**src/include/panel_params.svh**
```systemverilog
`ifndef PANEL_PARAMS_SVH
`define PANEL_PARAMS_SVH
`define CMD_CLOCK_SET 8'hD5
`define CMD_PRECHARGE 8'hD9
`define CMD_ROW_CFG 8'hDA
`define CMD_OFFSET 8'hD3
`define CMD_ROW_COUNT 8'hA8
`define CMD_PUMP 8'h8D
`define CMD_SCROLL_RIGHT 8'h26
`define CMD_SCROLL_LEFT 8'h27
`define CMD_SCROLL_OFF 8'h2E
`define CMD_SCROLL_ON 8'h2F
`define CMD_SCAN_NORMAL 8'hC0
`define CMD_SCAN_REMAP 8'hC8
`define CMD_DISP_OFF 8'hAE
`define CMD_DISP_ON 8'hAF
`define CMD_NO_OPERATION 8'hE3
`define SCROLL_ARGS 3'd6
`define RST_CLK_DIV 4'h0
`define RST_OSC_FREQ 4'h8
`define RST_PRECHARGE 4'h4
`define RST_ROW_CFG_ALT 1'b1
`define RST_ROW_COUNT 6'h3F
`define ROW_SPAN 7'd64
`define COL_SPAN 8'd128
`define ROW_PCLKS 8'd50
`define OSC_BASE 5'd16
`define STATUS_OFF_BIT 6
`endif

```
**src/include/panel_pkg.sv**
```systemverilog
package panel_pkg;
   typedef struct packed {
      logic [3:0] clk_div;
      logic [3:0] osc_freq;
      logic [3:0] precharge;
      logic alt_rows;
      logic lr_swap;
      logic remap;
      logic [5:0] row_count;
      logic [5:0] offset;
      logic [5:0] start_line;
   } panel_cfg_t;

   typedef struct packed {
      logic active;
      logic left;
      logic [2:0] start_page;
      logic [2:0] end_page;
      logic [2:0] speed;
   } scroll_cfg_t;

   typedef enum logic [1:0] {
      ST_IDLE = 2'b01,
      ST_ARG = 2'b10
   } parse_state_t;
endpackage

```
**src/verilog/display_clock_gen.sv**
```systemverilog
`timescale 1ns/1ns
`include "panel_params.svh"
module display_clock_gen
   import panel_pkg::*;
(
   input wire logic clock_i,
   input wire logic rst_i,
   input wire logic osc_sel_i,
   input wire logic ext_tick_i,
   input wire logic [3:0] osc_freq_i,
   input wire logic [3:0] clk_div_i,
   output logic pclk_tick_o
);
   logic [4:0] osc_cnt_q, osc_cnt_d;
   logic [3:0] div_cnt_q, div_cnt_d;
   logic tick_d;
   logic src_tick;

   always_comb begin
      osc_cnt_d = osc_cnt_q + 5'd1;
      src_tick = 1'b0;
      // internal oscillator: higher setting gives shorter period
      if (osc_cnt_q >= `OSC_BASE - {1'b0, osc_freq_i}) begin
         osc_cnt_d = 5'd0;
      end
      if (osc_sel_i) begin
         src_tick = (osc_cnt_q >= `OSC_BASE - {1'b0, osc_freq_i});
      end else begin
         src_tick = ext_tick_i;
      end
      div_cnt_d = div_cnt_q;
      tick_d = 1'b0;
      if (src_tick) begin
         if (div_cnt_q >= clk_div_i) begin
            div_cnt_d = 4'h0;
            tick_d = 1'b1;
         end else begin
            div_cnt_d = div_cnt_q + 4'h1;
         end
      end
   end

   always_ff @(posedge clock_i) begin
      if (rst_i) begin
         osc_cnt_q <= 5'd0;
         div_cnt_q <= 4'h0;
         pclk_tick_o <= 1'b0;
      end else begin
         osc_cnt_q <= osc_cnt_d;
         div_cnt_q <= div_cnt_d;
         pclk_tick_o <= tick_d;
      end
   end
endmodule // display_clock_gen

```
**src/verilog/panel_command_decoder_scroll.sv**
```systemverilog
`timescale 1ns/1ns
`include "panel_params.svh"
module panel_command_decoder_scroll
   import panel_pkg::*;
(
   input wire logic clock_i,
   input wire logic rst_i,
   input wire logic wr_valid_i,
   input wire logic [7:0] wr_byte_i,
   input wire logic dc_select_i,
   input wire logic rd_req_i,
   input wire logic serial_mode_i,
   input wire logic [7:0] mem_rd_data_i,
   input wire logic osc_source_select_pin_i,
   input wire logic ext_clock_i,
   input wire logic [5:0] row_query_i,
   input wire logic [6:0] col_query_i,
   output panel_cfg_t cfg_o,
   output scroll_cfg_t scroll_o,
   output logic display_on_o,
   output logic pump_on_o,
   output logic [1:0] pump_mode_o,
   output logic mem_wr_o,
   output logic [7:0] mem_wr_data_o,
   output logic rd_valid_o,
   output logic [7:0] rd_data_o,
   output logic pclk_tick_o,
   output logic precharge_o,
   output logic [5:0] row_pin_o,
   output logic row_pin_valid_o,
   output logic [5:0] mem_row_o,
   output logic [6:0] mem_col_o
);
   logic osc_meta_q, osc_sync_q, ext_meta_q, ext_sync_q, ext_prev_q;
   logic pclk_tick;
   parse_state_t state_q, state_d;
   logic [7:0] op_q, op_d;
   logic [2:0] argn_q, argn_d;
   panel_cfg_t cfg_d;
   scroll_cfg_t scr_d;
   logic disp_d, pump_en_q, pump_en_d;
   logic [1:0] pmode_d;
   logic mem_wr_d, rd_valid_d;
   logic [7:0] mem_data_d, rd_data_d;
   logic [7:0] row_tmr_q, row_tmr_d;
   logic pre_d;
   logic [6:0] col_ofs_q, col_ofs_d;
   logic [5:0] frame_row_q, frame_row_d;
   logic [3:0] frame_cnt_q, frame_cnt_d;
   logic [5:0] row_pin_d, mem_row_d;
   logic row_ok_d;
   logic [6:0] mem_col_d;

   function automatic logic [5:0] pin_of_row(input logic [5:0] r,
      input logic [5:0] n_m1, input logic [5:0] k, input logic rmp);
      if (rmp) begin
         pin_of_row = n_m1 - r + k;
      end else begin
         pin_of_row = r + k;
      end
   endfunction

   display_clock_gen u_clk (
      .clock_i(clock_i),
      .rst_i(rst_i),
      .osc_sel_i(osc_sync_q),
      .ext_tick_i(ext_sync_q & ~ext_prev_q),
      .osc_freq_i(cfg_o.osc_freq),
      .clk_div_i(cfg_o.clk_div),
      .pclk_tick_o(pclk_tick)
   );

   always_comb begin
      state_d = state_q;
      op_d = op_q;
      argn_d = argn_q;
      cfg_d = cfg_o;
      scr_d = scroll_o;
      disp_d = display_on_o;
      pump_en_d = pump_en_q;
      pmode_d = pump_mode_o;
      mem_wr_d = 1'b0;
      mem_data_d = mem_wr_data_o;
      rd_valid_d = 1'b0;
      rd_data_d = rd_data_o;
      if (wr_valid_i && dc_select_i) begin
         mem_wr_d = 1'b1;
         mem_data_d = wr_byte_i;
      end else if (wr_valid_i && state_q == ST_ARG) begin
         argn_d = argn_q - 3'd1;
         if (argn_q == 3'd1) begin
            state_d = ST_IDLE;
         end
         if (op_q == `CMD_CLOCK_SET) begin
            cfg_d.clk_div = wr_byte_i[3:0];
            cfg_d.osc_freq = wr_byte_i[7:4];
         end else if (op_q == `CMD_PRECHARGE) begin
            cfg_d.precharge = wr_byte_i[3:0];
         end else if (op_q == `CMD_ROW_CFG) begin
            cfg_d.alt_rows = wr_byte_i[4];
            cfg_d.lr_swap = wr_byte_i[5];
         end else if (op_q == `CMD_OFFSET) begin
            cfg_d.offset = wr_byte_i[5:0];
         end else if (op_q == `CMD_ROW_COUNT) begin
            cfg_d.row_count = wr_byte_i[5:0];
         end else if (op_q == `CMD_PUMP) begin
            pump_en_d = wr_byte_i[2];
            pmode_d = {wr_byte_i[7], wr_byte_i[0]};
         end else begin
            // six scroll bytes: dummy, start page, speed, end page, 2 dummies
            if (argn_q == 3'd5) begin
               scr_d.start_page = wr_byte_i[2:0];
            end else if (argn_q == 3'd4) begin
               scr_d.speed = wr_byte_i[2:0];
            end else if (argn_q == 3'd3) begin
               scr_d.end_page = wr_byte_i[2:0];
            end
         end
      end else if (wr_valid_i) begin
         op_d = wr_byte_i;
         if (wr_byte_i == `CMD_CLOCK_SET || wr_byte_i == `CMD_PRECHARGE ||
               wr_byte_i == `CMD_ROW_CFG || wr_byte_i == `CMD_OFFSET ||
               wr_byte_i == `CMD_ROW_COUNT || wr_byte_i == `CMD_PUMP) begin
            state_d = ST_ARG;
            argn_d = 3'd1;
         end else if (wr_byte_i == `CMD_SCROLL_RIGHT ||
               wr_byte_i == `CMD_SCROLL_LEFT) begin
            state_d = ST_ARG;
            argn_d = `SCROLL_ARGS;
            scr_d.left = wr_byte_i[0];
         end else if (wr_byte_i == `CMD_SCROLL_ON) begin
            scr_d.active = 1'b1;
         end else if (wr_byte_i == `CMD_SCROLL_OFF) begin
            scr_d.active = 1'b0;
         end else if (wr_byte_i[7:6] == 2'b01) begin
            cfg_d.start_line = wr_byte_i[5:0];
         end else if (wr_byte_i == `CMD_SCAN_NORMAL) begin
            cfg_d.remap = 1'b0;
         end else if (wr_byte_i == `CMD_SCAN_REMAP) begin
            cfg_d.remap = 1'b1;
         end else if (wr_byte_i == `CMD_DISP_ON) begin
            disp_d = 1'b1;
         end else if (wr_byte_i == `CMD_DISP_OFF) begin
            disp_d = 1'b0;
         end
         // no-operation and unsupported bytes fall through unchanged
      end
      if (rd_req_i) begin
         rd_valid_d = 1'b1;
         if (dc_select_i) begin
            rd_data_d = mem_rd_data_i;
         end else if (!serial_mode_i) begin
            rd_data_d = 8'h00;
            rd_data_d[`STATUS_OFF_BIT] = ~display_on_o;
         end else begin
            rd_valid_d = 1'b0;
         end
      end
   end

   always_comb begin
      row_tmr_d = row_tmr_q;
      frame_row_d = frame_row_q;
      frame_cnt_d = frame_cnt_q;
      col_ofs_d = col_ofs_q;
      if (pclk_tick) begin
         row_tmr_d = row_tmr_q + 8'd1;
         if (row_tmr_q == `ROW_PCLKS - 8'd1) begin
            row_tmr_d = 8'd0;
            frame_row_d = frame_row_q + 6'd1;
            if (frame_row_q == cfg_o.row_count) begin
               frame_row_d = 6'd0;
               frame_cnt_d = frame_cnt_q + 4'd1;
               if (frame_cnt_q >= {1'b0, scroll_o.speed}) begin
                  frame_cnt_d = 4'd0;
                  if (scroll_o.active && scroll_o.left) begin
                     col_ofs_d = col_ofs_q - 7'd1;
                  end else if (scroll_o.active) begin
                     col_ofs_d = col_ofs_q + 7'd1;
                  end
               end
            end
         end
      end
      pre_d = row_tmr_q < {4'h0, cfg_o.precharge};
      row_pin_d = pin_of_row(row_query_i, cfg_o.row_count, cfg_o.offset,
         cfg_o.remap);
      row_ok_d = row_query_i <= cfg_o.row_count;
      mem_row_d = row_query_i + cfg_o.start_line;
      mem_col_d = col_query_i - col_ofs_q;
   end

   always_ff @(posedge clock_i) begin
      if (rst_i) begin
         osc_meta_q <= 1'b0;
         osc_sync_q <= 1'b0;
         ext_meta_q <= 1'b0;
         ext_sync_q <= 1'b0;
         ext_prev_q <= 1'b0;
         state_q <= ST_IDLE;
         op_q <= `CMD_NO_OPERATION;
         argn_q <= 3'd0;
         cfg_o <= '{clk_div: `RST_CLK_DIV, osc_freq: `RST_OSC_FREQ,
            precharge: `RST_PRECHARGE, alt_rows: `RST_ROW_CFG_ALT,
            lr_swap: 1'b0, remap: 1'b0, row_count: `RST_ROW_COUNT,
            offset: 6'h00, start_line: 6'h00};
         scroll_o <= '0;
         display_on_o <= 1'b0;
         pump_en_q <= 1'b0;
         pump_on_o <= 1'b0;
         pump_mode_o <= 2'b00;
         mem_wr_o <= 1'b0;
         mem_wr_data_o <= 8'h00;
         rd_valid_o <= 1'b0;
         rd_data_o <= 8'h00;
         pclk_tick_o <= 1'b0;
         precharge_o <= 1'b0;
         row_tmr_q <= 8'd0;
         frame_row_q <= 6'd0;
         frame_cnt_q <= 4'd0;
         col_ofs_q <= 7'd0;
         row_pin_o <= 6'h00;
         row_pin_valid_o <= 1'b0;
         mem_row_o <= 6'h00;
         mem_col_o <= 7'h00;
      end else begin
         osc_meta_q <= osc_source_select_pin_i;
         osc_sync_q <= osc_meta_q;
         ext_meta_q <= ext_clock_i;
         ext_sync_q <= ext_meta_q;
         ext_prev_q <= ext_sync_q;
         state_q <= state_d;
         op_q <= op_d;
         argn_q <= argn_d;
         cfg_o <= cfg_d;
         scroll_o <= scr_d;
         display_on_o <= disp_d;
         pump_en_q <= pump_en_d;
         pump_on_o <= pump_en_d & disp_d;
         pump_mode_o <= pmode_d;
         mem_wr_o <= mem_wr_d;
         mem_wr_data_o <= mem_data_d;
         rd_valid_o <= rd_valid_d;
         rd_data_o <= rd_data_d;
         pclk_tick_o <= pclk_tick;
         precharge_o <= pre_d;
         row_tmr_q <= row_tmr_d;
         frame_row_q <= frame_row_d;
         frame_cnt_q <= frame_cnt_d;
         col_ofs_q <= col_ofs_d;
         row_pin_o <= row_pin_d;
         row_pin_valid_o <= row_ok_d;
         mem_row_o <= mem_row_d;
         mem_col_o <= mem_col_d;
      end
   end
endmodule // panel_command_decoder_scroll

```
**config.mk**
```make
export PLATFORM = sky130hd
export DESIGN_NAME = panel_command_decoder_scroll
export DESIGN_NICKNAME = d
export VERILOG_FILES = /design/src/include/panel_pkg.sv /design/src/verilog/display_clock_gen.sv /design/src/verilog/panel_command_decoder_scroll.sv
export VERILOG_INCLUDE_DIRS = /design/src /design/src/include
export SDC_FILE = /design/constraint.sdc
export NUM_CORES = 1
export LEC_CHECK = 0
export BUFFER_PORTS_ARGS = -buffer_cell sky130_fd_sc_hd__buf_2
export CELL_PAD_IN_SITES_DETAIL_PLACEMENT = 0
export CELL_PAD_IN_SITES_GLOBAL_PLACEMENT = 1
export CORE_AREA = 2 2 131 133
export CTS_BUF_LIST = sky130_fd_sc_hd__clkbuf_8
export CTS_CLUSTER_SIZE = 28
export DETAILED_ROUTE_END_ITERATION = 10
export DIE_AREA = 0 0 133 135
export GPL_ROUTABILITY_DRIVEN = 0
export GPL_TIMING_DRIVEN = 1
export PLACE_DENSITY = 0.84
export SLEW_MARGIN = 20
export SYNTH_ARGS = -nofsm -noshare
export SYNTH_HDL_FRONTEND = slang
export SYNTH_SLANG_ARGS = --single-unit
export TNS_END_PERCENT = 30
```
**constraint.sdc**
```tcl
create_clock -name clock_i -period 4.1 [get_ports clock_i]
set_clock_uncertainty 0.1 [all_clocks]
set_input_delay 0.205 -clock clock_i [delete_from_list [all_inputs] [get_ports clock_i]]
set_output_delay 0.205 -clock clock_i [all_outputs]
set_load 0.1 [all_outputs]
```
==> results of run 1 <==
[stage by stage]
step / hold WS [ps] / instances / cell area, sq um / utilization (%)
after CTS: 17.4 / 1228 / 8870 / 54.1
after detailed placement: 322 / 1184 / 8340 / 50.8
after floorplan: 233 / 878 / 7590 / -
final: 40.1 / 1228 / 8870 / 54.1
after global placement: 324 / 1184 / 8340 / 50.8
after global routing: 33.5 / 1228 / 8870 / 54.1
[sequential cells by signal, indices dropped and copies added, names as in the netlist, 7 cells and up]
signal	count
mem_col_o	7
op_q	8
rd_data_o	8
col_ofs_q	7
scroll_o	11
row_tmr_q	8
mem_wr_data_o	8
cfg_o	33
[cells by family after synthesis]
group | after synthesis | synth area share (%)
flip-flops | 142 | 37.5
multiplexers | 40 | 5.28
XOR/XNOR | 36 | 4.15
AO/OA/AOI/OAI | 160 | 13.8
buffers and inverters | 107 | 5.37
adder cells (fa/ha/maj) | 72 | 12.8
AND/OR/NAND/NOR | 321 | 21.2
[layer usage]
metal | global-route usage, % | wire (um)
met5 | 0 | 0
met3 | 3.49 | 581
met1 | 29.9 | 9390
met4 | 7.11 | 255
met2 | 33.5 | 8440
[what timing repair did]
action | CTS | global route
hold endpoints to repair | 12 | 0
setup buffers | 0 | 0
hold buffers | 12 | 0
[worst max-delay path, cell delays in order (launching register included)]
cell and delay, ps:
dfxtp_1 420, inv_1 120, fa_1 580, inv_1 60, ha_1 300, a211oi_1 240, nor2_1 100, mux2i_1 140
o41ai_1 350
[path summary, 6_finish.rpt]
kind | slack, ps | startpoint | end | depth (start not counted)
hold / removal | 40 | wr_byte_i[5] | mem_wr_data_o[5] | 3
hold reg to reg | 350 | mem_wr_data_o[7] | mem_wr_data_o[7] | 2
setup reg to reg | 1580 | cfg_o[7] | row_pin_o[5] | 8
setup / recovery | 1580 | cfg_o[7] | row_pin_o[5] | 8
[Yosys cell counts, types with 20 or more instances]
master    number
dfxtp_1      142
nand2_1       86
nor2_1        84
inv_1         67
ha_1          63
a21oi_1       47
mux2i_1       40
nand3_1       35
clkbuf_1      28
o21ai_0       27
nor2b_1       22
xor2_1        20
[report_power, final]
group,switching [W],internal [W]
clock,0.000573,0.000600
sequential,0.0000228,0.00141
combinational,0.000318,0.000103
total,0.000914,0.00212
[layout make-up]
| cell class | instances | area, sq um | share of cell area [%] |
|---|---|---|---|
| Clock buffer | 17 | 234 | 2.64 |
| Multi-Input combinational cell | 629 | 4340 | 48.9 |
| Inverter | 68 | 255 | 2.88 |
| Clock inverter | 15 | 174 | 1.96 |
| Tap cell | 220 | 275 | 3.10 |
| Sequential cell | 142 | 2840 | 32.0 |
| Timing Repair Buffer | 137 | 751 | 8.46 |
==> flow_summary_export.csv, run 1 <==
group,metric,value,unit
run_status,outcome,"finished, final reports clean",
clock_network,cts_resized,0,
timing,finalSetupViolCount,0,
power_and_ir_drop,leakage,3.95,nW
timing,hold_viol_final,0,
timing,fin_tns_setup,0,ps
clock_network,cts_tree,"built",
floorplan,rows,47,
yosys,yosys.area.top_type,"dfxtp_1",
clock_network,cts_made_buffers,17,
timing,worst_slack,1580,ps
route,avgViaCountPerCell,5.23,
power_and_ir_drop,power,0.00303,W
finish,nNetsFinal,1104,
yosys,synth_top_cell_area_share,37.5,%
clock_network,clock-root-buffer,"clkbuf_8",
run,maxCapViolations,0,
route,drc,0,
setup_path,setup.worst_path.class,"reg2reg",
clock_network,clock_latency,450,ps
grt,grt_pass1_wl,30.5,mm
yosys,synth_edf_count,0,
timing,max_freq,397,MHz
clock_network,cts_buffer_depth,2,
grt,grt_start_max_net_pins,81,
setup_path,critical_path_arrival,2770,ps
worst_hold_path,min_path_type,"in2reg",
setup_path,critPathCaptureType,"register",
setup_path,required,4350,ps
yosys,synth.yosys.warnings,0,
power_and_ir_drop,vdd_drop_max,0.229,mV
finish,final_cell_mix,"142 x dfxtp_1, 123 x buf_2, 86 x nand2_1",
yosys,synth_area_leaders,"dfxtp_1 37%, ha_1 10%, mux2i_1 5.3%",
yosys,syn_area_per_cell,8.64,sq um
timing,finalCritPeriodShare,61.4,%
power_and_ir_drop,powerDensity,342,nW/um^2
route,routedWlPerCell,15.2,um
route,ant_nets,0,
setup_path,crit_fanout,5,
setup_path,start_kind,"register",
grt,antenna_found_initial,0,
grt,grt_overflow,0,
clock_network,cts_sinks,142,
place,port_buffers,124,
floorplan,die_h,135,um
grt,grtUsageTotal,21.3,%
yosys,syn_nets,987,
clock_network,clkTransAtPathRegs,80,ps
yosys,synth_cell_type_count,63,
yosys,syn-instance-count,878,
finish,layout.cells.most_common,"dfxtp_1",
floorplan,io_pins,125,
floorplan,core_area,16400,sq um
finish,drive_gt1_share,16.1,%
yosys,ys_ff_latch,142,
floorplan,design.die.area,18000,sq um
floorplan,initial_utilization,46.3,%
yosys,yosysSeqAreaShare,37.5,%
finish,n_antenna_cell,0,
route,dr_total_vias,6422,
route,firstDrtPassIters,4,
grt,grt_pass1_vias,5835,
timing,rsz0062_at_grt,"no",
timing,slew_headroom,41.1,%
place,dp_slack,1600,ps
timing,layout_min_cycle_time,2520,ps
clock_network,htreeDepth,4,
finish,nFillCells,1519,
yosys,netlist_area,7590,sq um
yosys,ys_async_sr_fraction,0,%
timing,report.final.slew_viol_count,0,
route,wl,18.7,mm
floorplan,die_w,133,um
place,dp_hpwl,13.2,mm
route,drtIter0Drc,311,
finish,synthToLayoutAreaGrowth,16.9,%
yosys,ys.flop_type,"dfxtp_1",
timing,worst_pin_slew,883,ps
Power figures use the tool's default switching activity.
==> run 2, diff against run 1 <==
--- a/config.mk
+++ b/config.mk
@@ -6,17 +6,18 @@
 export SDC_FILE = /design/constraint.sdc
 export NUM_CORES = 1
 export LEC_CHECK = 0
+export ABC_AREA = 1
 export BUFFER_PORTS_ARGS = -buffer_cell sky130_fd_sc_hd__buf_2
 export CELL_PAD_IN_SITES_DETAIL_PLACEMENT = 0
 export CELL_PAD_IN_SITES_GLOBAL_PLACEMENT = 1
-export CORE_AREA = 2 2 131 133
+export CORE_AREA = 2 2 138 140
 export CTS_BUF_LIST = sky130_fd_sc_hd__clkbuf_8
 export CTS_CLUSTER_SIZE = 28
 export DETAILED_ROUTE_END_ITERATION = 10
-export DIE_AREA = 0 0 133 135
+export DIE_AREA = 0 0 140 142
 export GPL_ROUTABILITY_DRIVEN = 0
 export GPL_TIMING_DRIVEN = 1
-export PLACE_DENSITY = 0.84
+export PLACE_DENSITY = 0.8
 export SLEW_MARGIN = 20
 export SYNTH_ARGS = -nofsm -noshare
 export SYNTH_HDL_FRONTEND = slang
==> constraint.sdc (replaced) <==
create_clock -name clock_i -period 2.58 [get_ports clock_i]
set_clock_uncertainty 0.1 [all_clocks]
set_input_delay 0.129 -clock clock_i [delete_from_list [all_inputs] [get_ports clock_i]]
set_output_delay 0.129 -clock clock_i [all_outputs]
set_load 0.1 [all_outputs]
==> run 2 against run 1 <==
The run now ends with design-rule violations left. First-iteration DRC count fell by 8.4%. Hold slack got worse by 12 ps. Total power rose by 61%. Count of clock-buffer cells in the layout is 3 higher. Clock power is 58% higher. Critical path depth increased by 5. Global-route usage is 0.63 points lower. Final cell count grew 17%. Synthesized area grew 2.7%. Synthesized cell count is 19% higher.
==> flow_summary_export.csv, run 2 <==
group,metric,value,unit
run_status,outcome,"finished with violations",
run_status,violations,"design-rule violations",
worst_hold_path,hold_depth,5,
route,dr_total_vias,7011,
setup_path,path_cells,"ha_1 -> fa_1 -> inv_1 -> nand3_1 -> nand2_1 -> nand2_1 -> inv_1 -> nor2_1 -> nor2_1 -> nor2_1 -> nor2_1 -> dlygate4sd3_1 -> nor2_1",
floorplan,die_w,140,um
finish,multi_input_area,4230,sq um
power_and_ir_drop,power,0.00488,W
clock_network,cts_buffer_depth,2,
route,wl_met3,973,um
finish,n_antenna_cell,0,
yosys,syn_nets,1154,
yosys,ys_ff_latch,142,
finish,layout.cells.most_common,"nand2_1",
route,wl,19.9,mm
setup_path,cp_top_family,"buffers and inverters",
yosys,synth_top_cell_area_share,36.5,%
timing,rsz0062_at_grt,"no",
setup_path,cp_slowest_stage_delay,550,ps
clock_network,htreeDepth,4,
route,top_layer_used,"met4",
finish,regMostFlops,"cfg_o",
timing,finalCritPeriodShare,92.3,%
clock_network,cts_resized,0,
clock_network,cts_tree,"built",
power_and_ir_drop,leakage,4.60,nW
clock_network,hold_buffers,27,
clock_network,cts_made_buffers,17,
setup_path,critical_path_arrival,2630,ps
yosys,synth_common_cells,"207 x nand2_1, 142 x dfxtp_1, 131 x inv_1",
finish,fin_cells,1439,
route,drc,12,
clock_network,clock-root-buffer,"clkbuf_8",
timing,finalSetupViolCount,0,
floorplan,io_pins,125,
setup_path,cp_slowest_cell,"dlygate4sd3_1",
timing,fin_tns_setup,0,ps
route,drtIter0Drc,285,
yosys,synth.yosys.warnings,0,
setup_path,cp_num_cells,13,
yosys,syn-instance-count,1045,
clock_network,cts_setup_buffers,0,
setup_path,crit_fanout,5,
clock_network,clkTransAtPathRegs,80,ps
yosys,yosys.area.top_type,"dfxtp_1",
finish,final_cell_mix,"207 x nand2_1, 135 x inv_1, 134 x dfxtp_1",
finish,drive_gt1_share,18.1,%
grt,grtUsageTotal,20.7,%
route,avgViaCountPerCell,4.87,
finish,nNetsFinal,1303,
setup_path,required,2830,ps
route,met1Wirelength,9.59,mm
setup_path,setup.worst_path.class,"reg2reg",
run,maxCapViolations,0,
timing,worst_pin_slew,709,ps
route,ant_nets,0,
place,port_buffers,124,
finish,synthToLayoutAreaGrowth,19.2,%
finish,register_area,2850,sq um
yosys,synth_cell_type_count,45,
timing,layout_min_cycle_time,2380,ps
grt,antenna_found_initial,0,
yosys,synth_edf_count,0,
yosys,synth_area_leaders,"dfxtp_1 36%, ha_1 10%, nand2_1 10%",
floorplan,core_area,18500,sq um
yosys,netlist_area,7790,sq um
route,routedWlPerCell,13.9,um
yosys,syn_area_per_cell,7.46,sq um
yosys,ys.flop_type,"dfxtp_1",
setup_path,start_kind,"register",
yosys,ys_async_sr_fraction,0,%
timing,report.final.slew_viol_count,0,
setup_path,crit_buf_inv,3,
setup_path,critPathCaptureType,"register",
worst_hold_path,min_path_type,"in2reg",
timing,whs,28.1,ps
route,firstDrtPassIters,11,
floorplan,initial_utilization,42.2,%
grt,grt_pass1_vias,6557,
timing,max_freq,420,MHz
grt,grt_overflow,0,
floorplan,rows,50,
finish,reg.largest.list,"cfg_o (33), scroll_o (11)",
grt,grt_start_max_net_pins,55,
grt,grt_pass1_wl,32.9,mm
clock_network,clock_latency,440,ps
yosys,synth.most_common_cell,"nand2_1",
setup_path,path_common_cell,"nor2_1",
timing,hold_viol_final,0,
place,placed_cells,1382,
route,met2_length,9.18,mm
finish,largest_reg_flops,33,
finish,utilization,50.3,%
finish,nFillCells,1880,
timing,slew_headroom,52.7,%
floorplan,design.die.area,19900,sq um
place,dp_hpwl,14.9,mm
power_and_ir_drop,vdd_drop_max,0.359,mV
yosys,yosysSeqAreaShare,36.5,%
floorplan,die_h,142,um
setup_path,worst_r2r_path_depth,13,
clock_network,cts_sinks,142,
power_and_ir_drop,powerDensity,525,nW/um^2
==> run 2: cell types whose count changed after synthesis, moves of 18 or more <==
cell,before,now
inv_1,67,131
o21ai_0,27,45
nand2_1,86,207
a21oi_1,47,90
nor2_1,84,120
nor2b_1,22,0
mux2i_1,40,0
==> run 2: tightest hold or removal path: cells and delay by family <==
family                 cells  cell delay, ps
AO/OA/AOI/OAI              1              50
buffers and inverters      2             210
AND/OR/NAND/NOR            2             130
==> run 2: path summary, 6_finish.rpt <==
check                    start      endpoint  slack (ps)
setup reg to reg  col_ofs_q[0]  mem_col_o[6]         200
setup / recovery  col_ofs_q[0]  mem_col_o[6]         200
hold reg to reg     ext_meta_q    ext_sync_q         300
hold / removal        rd_req_i  rd_data_o[7]          30
==> run 2: metal layers <==
metal  vias up  GRT usage, %
met4         0          4.89
met2       143          34.6
met5         -             0
met3        15          5.01
met1      3173          27.1
li1       3680             -
==> run 2: stage by stage <==
stage                     cell area [sq um]  setup WS, ps
after floorplan                        7800          -174
after global placement                 8620           468
after detailed placement               8620           390
after CTS                              9290           190
after global routing                   9290          21.8
final                                  9290           200
==> run 2: area by class of cell <==
cell class | count | share of cell area (%)
clock buffer | 20 | 2.96
clock inverter | 10 | 1.33
inverter | 151 | 6.10
multi-input combinational | 725 | 45.5
sequential | 142 | 30.7
tap | 234 | 3.15
timing repair buffer | 157 | 10.2
==> run 2: kinds of logic (layout without fill, tap and decap cells) <==
kind of cell	count (synthesis)	count (layout)	share of synthesized area, %
AND/OR/NAND/NOR	452	452	26.3
buffers and inverters	178	338	9.23
adder cells (fa/ha/maj)	72	72	12.4
XOR/XNOR	27	27	3.03
AO/OA/AOI/OAI	174	174	12.5
flip-flops	142	142	36.5
==> run 2: where the power goes <==
part,switching [W],internal [W]
Combinational,0.000566,0.000183
Clock,0.000839,0.00101
Sequential,0.0000340,0.00225
Total,0.00144,0.00344
==> run 3, diff against run 2 <==
--- a/config.mk
+++ b/config.mk
@@ -16,9 +16,8 @@
 export DETAILED_ROUTE_END_ITERATION = 10
 export DIE_AREA = 0 0 140 142
 export GPL_ROUTABILITY_DRIVEN = 0
-export GPL_TIMING_DRIVEN = 1
+export GPL_TIMING_DRIVEN = 0
 export PLACE_DENSITY = 0.8
-export SLEW_MARGIN = 20
 export SYNTH_ARGS = -nofsm -noshare
 export SYNTH_HDL_FRONTEND = slang
 export SYNTH_SLANG_ARGS = --single-unit
==> run 3 against run 2 <==
The run still ends with design-rule violations left. Clock power about the same. First-iteration DRC count increased by 61%. Design area increased by 1.7%. Die area unchanged. Flip-flop and latch count unchanged. Non-clock buffer count increased by 24. Global-route usage increased by 1.9 points. Via count increased by 2.6%. Hold slack improved by 11 ps. Critical endpoint unchanged. Largest cell class unchanged.
==> flow_summary_export.csv, run 3 (synthesis gave the netlist of run 2 again) <==
group,metric,value,unit
setup_path,cp_slowest_cell,"dlygate4sd3_1",
run_status,outcome,"finished with violations",
finish,n_antenna_cell,0,
setup_path,crit_fanout,5,
timing,rsz0062_at_grt,"no",
timing,layout_min_cycle_time,2390,ps
floorplan,die_w,140,um
grt,antenna_found_initial,0,
setup_path,start_kind,"register",
finish,reg.largest.list,"cfg_o (33), scroll_o (11)",
finish,final_cell_mix,"206 x nand2_1, 134 x dfxtp_1, 133 x inv_1",
run,maxCapViolations,0,
clock_network,cts_buffer_depth,2,
setup_path,critPathCaptureType,"register",
setup_path,worst_r2r_path_depth,13,
run_status,violations,"design-rule violations",
setup_path,path_cells,"ha_1 -> fa_1 -> inv_1 -> nand3_1 -> nand2_1 -> nand2_1 -> inv_1 -> nor2_1 -> nor2_1 -> nor2_1 -> nor2_1 -> dlygate4sd3_1 -> nor2_1",
finish,largest_reg_flops,33,
finish,drive_gt1_share,18.4,%
power_and_ir_drop,vdd_drop_max,0.350,mV
clock_network,htreeDepth,4,
finish,nNetsFinal,1327,
finish,regMostFlops,"cfg_o",
worst_hold_path,min_path_type,"in2reg",
timing,worst_pin_slew,896,ps
clock_network,clock_latency,460,ps
timing,max_freq,418,MHz
timing,hold_viol_final,0,
floorplan,rows,50,
setup_path,rr_startpoint,"col_ofs_q[0]",
clock_network,clkTransAtPathRegs,80,ps
grt,grt_start_max_net_pins,17,
route,avgViaCountPerCell,4.91,
setup_path,critical_path_arrival,2660,ps
route,ant_nets,0,
timing,finalSetupViolCount,0,
timing,finalCritPeriodShare,92.6,%
route,firstDrtPassIters,10,
floorplan,initial_utilization,42.2,%
route,drtIter0Drc,459,
route,dr_total_vias,7195,
place,port_buffers,120,
grt,grtUsageTotal,22.6,%
route,drc,8,
setup_path,cp-startpoint,"col_ofs_q[0]",
timing,fin_tns_setup,0,ps
floorplan,io_pins,125,
floorplan,core_area,18500,sq um
power_and_ir_drop,powerDensity,519,nW/um^2
clock_network,cts_tree,"built",
place,dp_hpwl,16.4,mm
finish,layout.cells.most_common,"nand2_1",
clock_network,cts_sinks,142,
clock_network,cts_made_buffers,17,
setup_path,path_common_cell,"nor2_1",
grt,grt_pass1_vias,6919,
clock_network,clock-root-buffer,"clkbuf_8",
route,routedWlPerCell,14.8,um
power_and_ir_drop,leakage,4.65,nW
timing,whs,39.5,ps
timing,slew_headroom,40.3,%
timing,report.final.slew_viol_count,0,
power_and_ir_drop,power,0.00490,W
floorplan,design.die.area,19900,sq um
finish,synthToLayoutAreaGrowth,21.2,%
setup_path,setup.worst_path.class,"reg2reg",
grt,grt_overflow,0,
setup_path,cp_slowest_stage_delay,550,ps
setup_path,required,2850,ps
grt,grt_pass1_wl,35.1,mm
floorplan,die_h,142,um
setup_path,worstSetupEndpoint,"mem_col_o[6]",
setup_path,r2r-end,"mem_col_o[6]",
route,wl,21.7,mm
setup_path,ff2ff_setup_slack,190,ps
run 3: changes by cell type in the layout (fill, tap and decap cells not counted), sizes merged:
| cell | before | now |
|---|---|---|
| buf | 130 | 134 |
| bufinv | 3 | 2 |
| clkbuf | 20 | 34 |
| clkinv | 5 | 9 |
| clkinvlp | 0 | 1 |
| dlygate4sd3 | 27 | 34 |
| inv | 153 | 150 |
run 3: worst max-delay path: cells and delay by family, from the launching register on:
family | cells | cell delay, ps
buffers and inverters | 3 | 710
adders and majority gates | 2 | 610
and+or+nand+nor | 8 | 510
DFF | 1 | 370
run 3: how the worst min path moves through the flow:
| stage | start | to | slack, ps | cells past startpoint |
|---|---|---|---|---|
| 2_1_floorplan | ext_clock_i | ext_meta_q | 140 | 2 |
| 3_3_place_gp | ext_clock_i | ext_meta_q | 240 | 3 |
| 3_5_place_dp | ext_clock_i | ext_meta_q | 240 | 3 |
| 4_1_cts | rd_req_i | rd_data_o[0] | 20 | 5 |
| 5_1_grt | dc_select_i | mem_wr_o | 40 | 3 |
| 6_report | rd_req_i | rd_data_o[0] | 40 | 5 |
run 3: timing repair:
item                                    CTS  global route
endpoints found under the setup margin    0             3
endpoints found under the hold margin    41             0
hold buffers                             34             0
buffers inserted                          0             0
resized for setup                         0             1
run 3: area by class of cell:
class	instances	area [sq um]
buffer	27	153
clock buffer	21	289
clock inverter	11	116
fill	1843	9010
inverter	151	567
multi-input combinational	725	4230
sequential	142	2850
tap	234	293
timing repair buffer	154	941
run 3: routing by layer:
metal | track usage, % | wire (um) | up-vias
li1 | - | - | 3735
met1 | 29.1 | 9970 | 3227
met2 | 37.2 | 9910 | 199
met3 | 4.95 | 1310 | 34
met4 | 8.61 | 533 | 0
met5 | 0 | 0 | -
run 3: stage by stage:
step / instances / cell area, sq um / util [%] / worst slack, ps
after CTS: 1465 / 9440 / 51.2 / 201
after global placement: 1399 / 8700 / 47.1 / 306
final: 1465 / 9440 / 51.2 / 190
after floorplan: 1045 / 7800 / - / -174
after detailed placement: 1399 / 8700 / 47.1 / 252
after global routing: 1465 / 9440 / 51.2 / 0.999
run 3: report_power, final:
group | internal (W) | total, W | switching (W)
clock network | 0.000954 | 0.00184 | 0.000889
logic | 0.000190 | 0.000778 | 0.000587
registers | 0.00225 | 0.00228 | 0.0000325
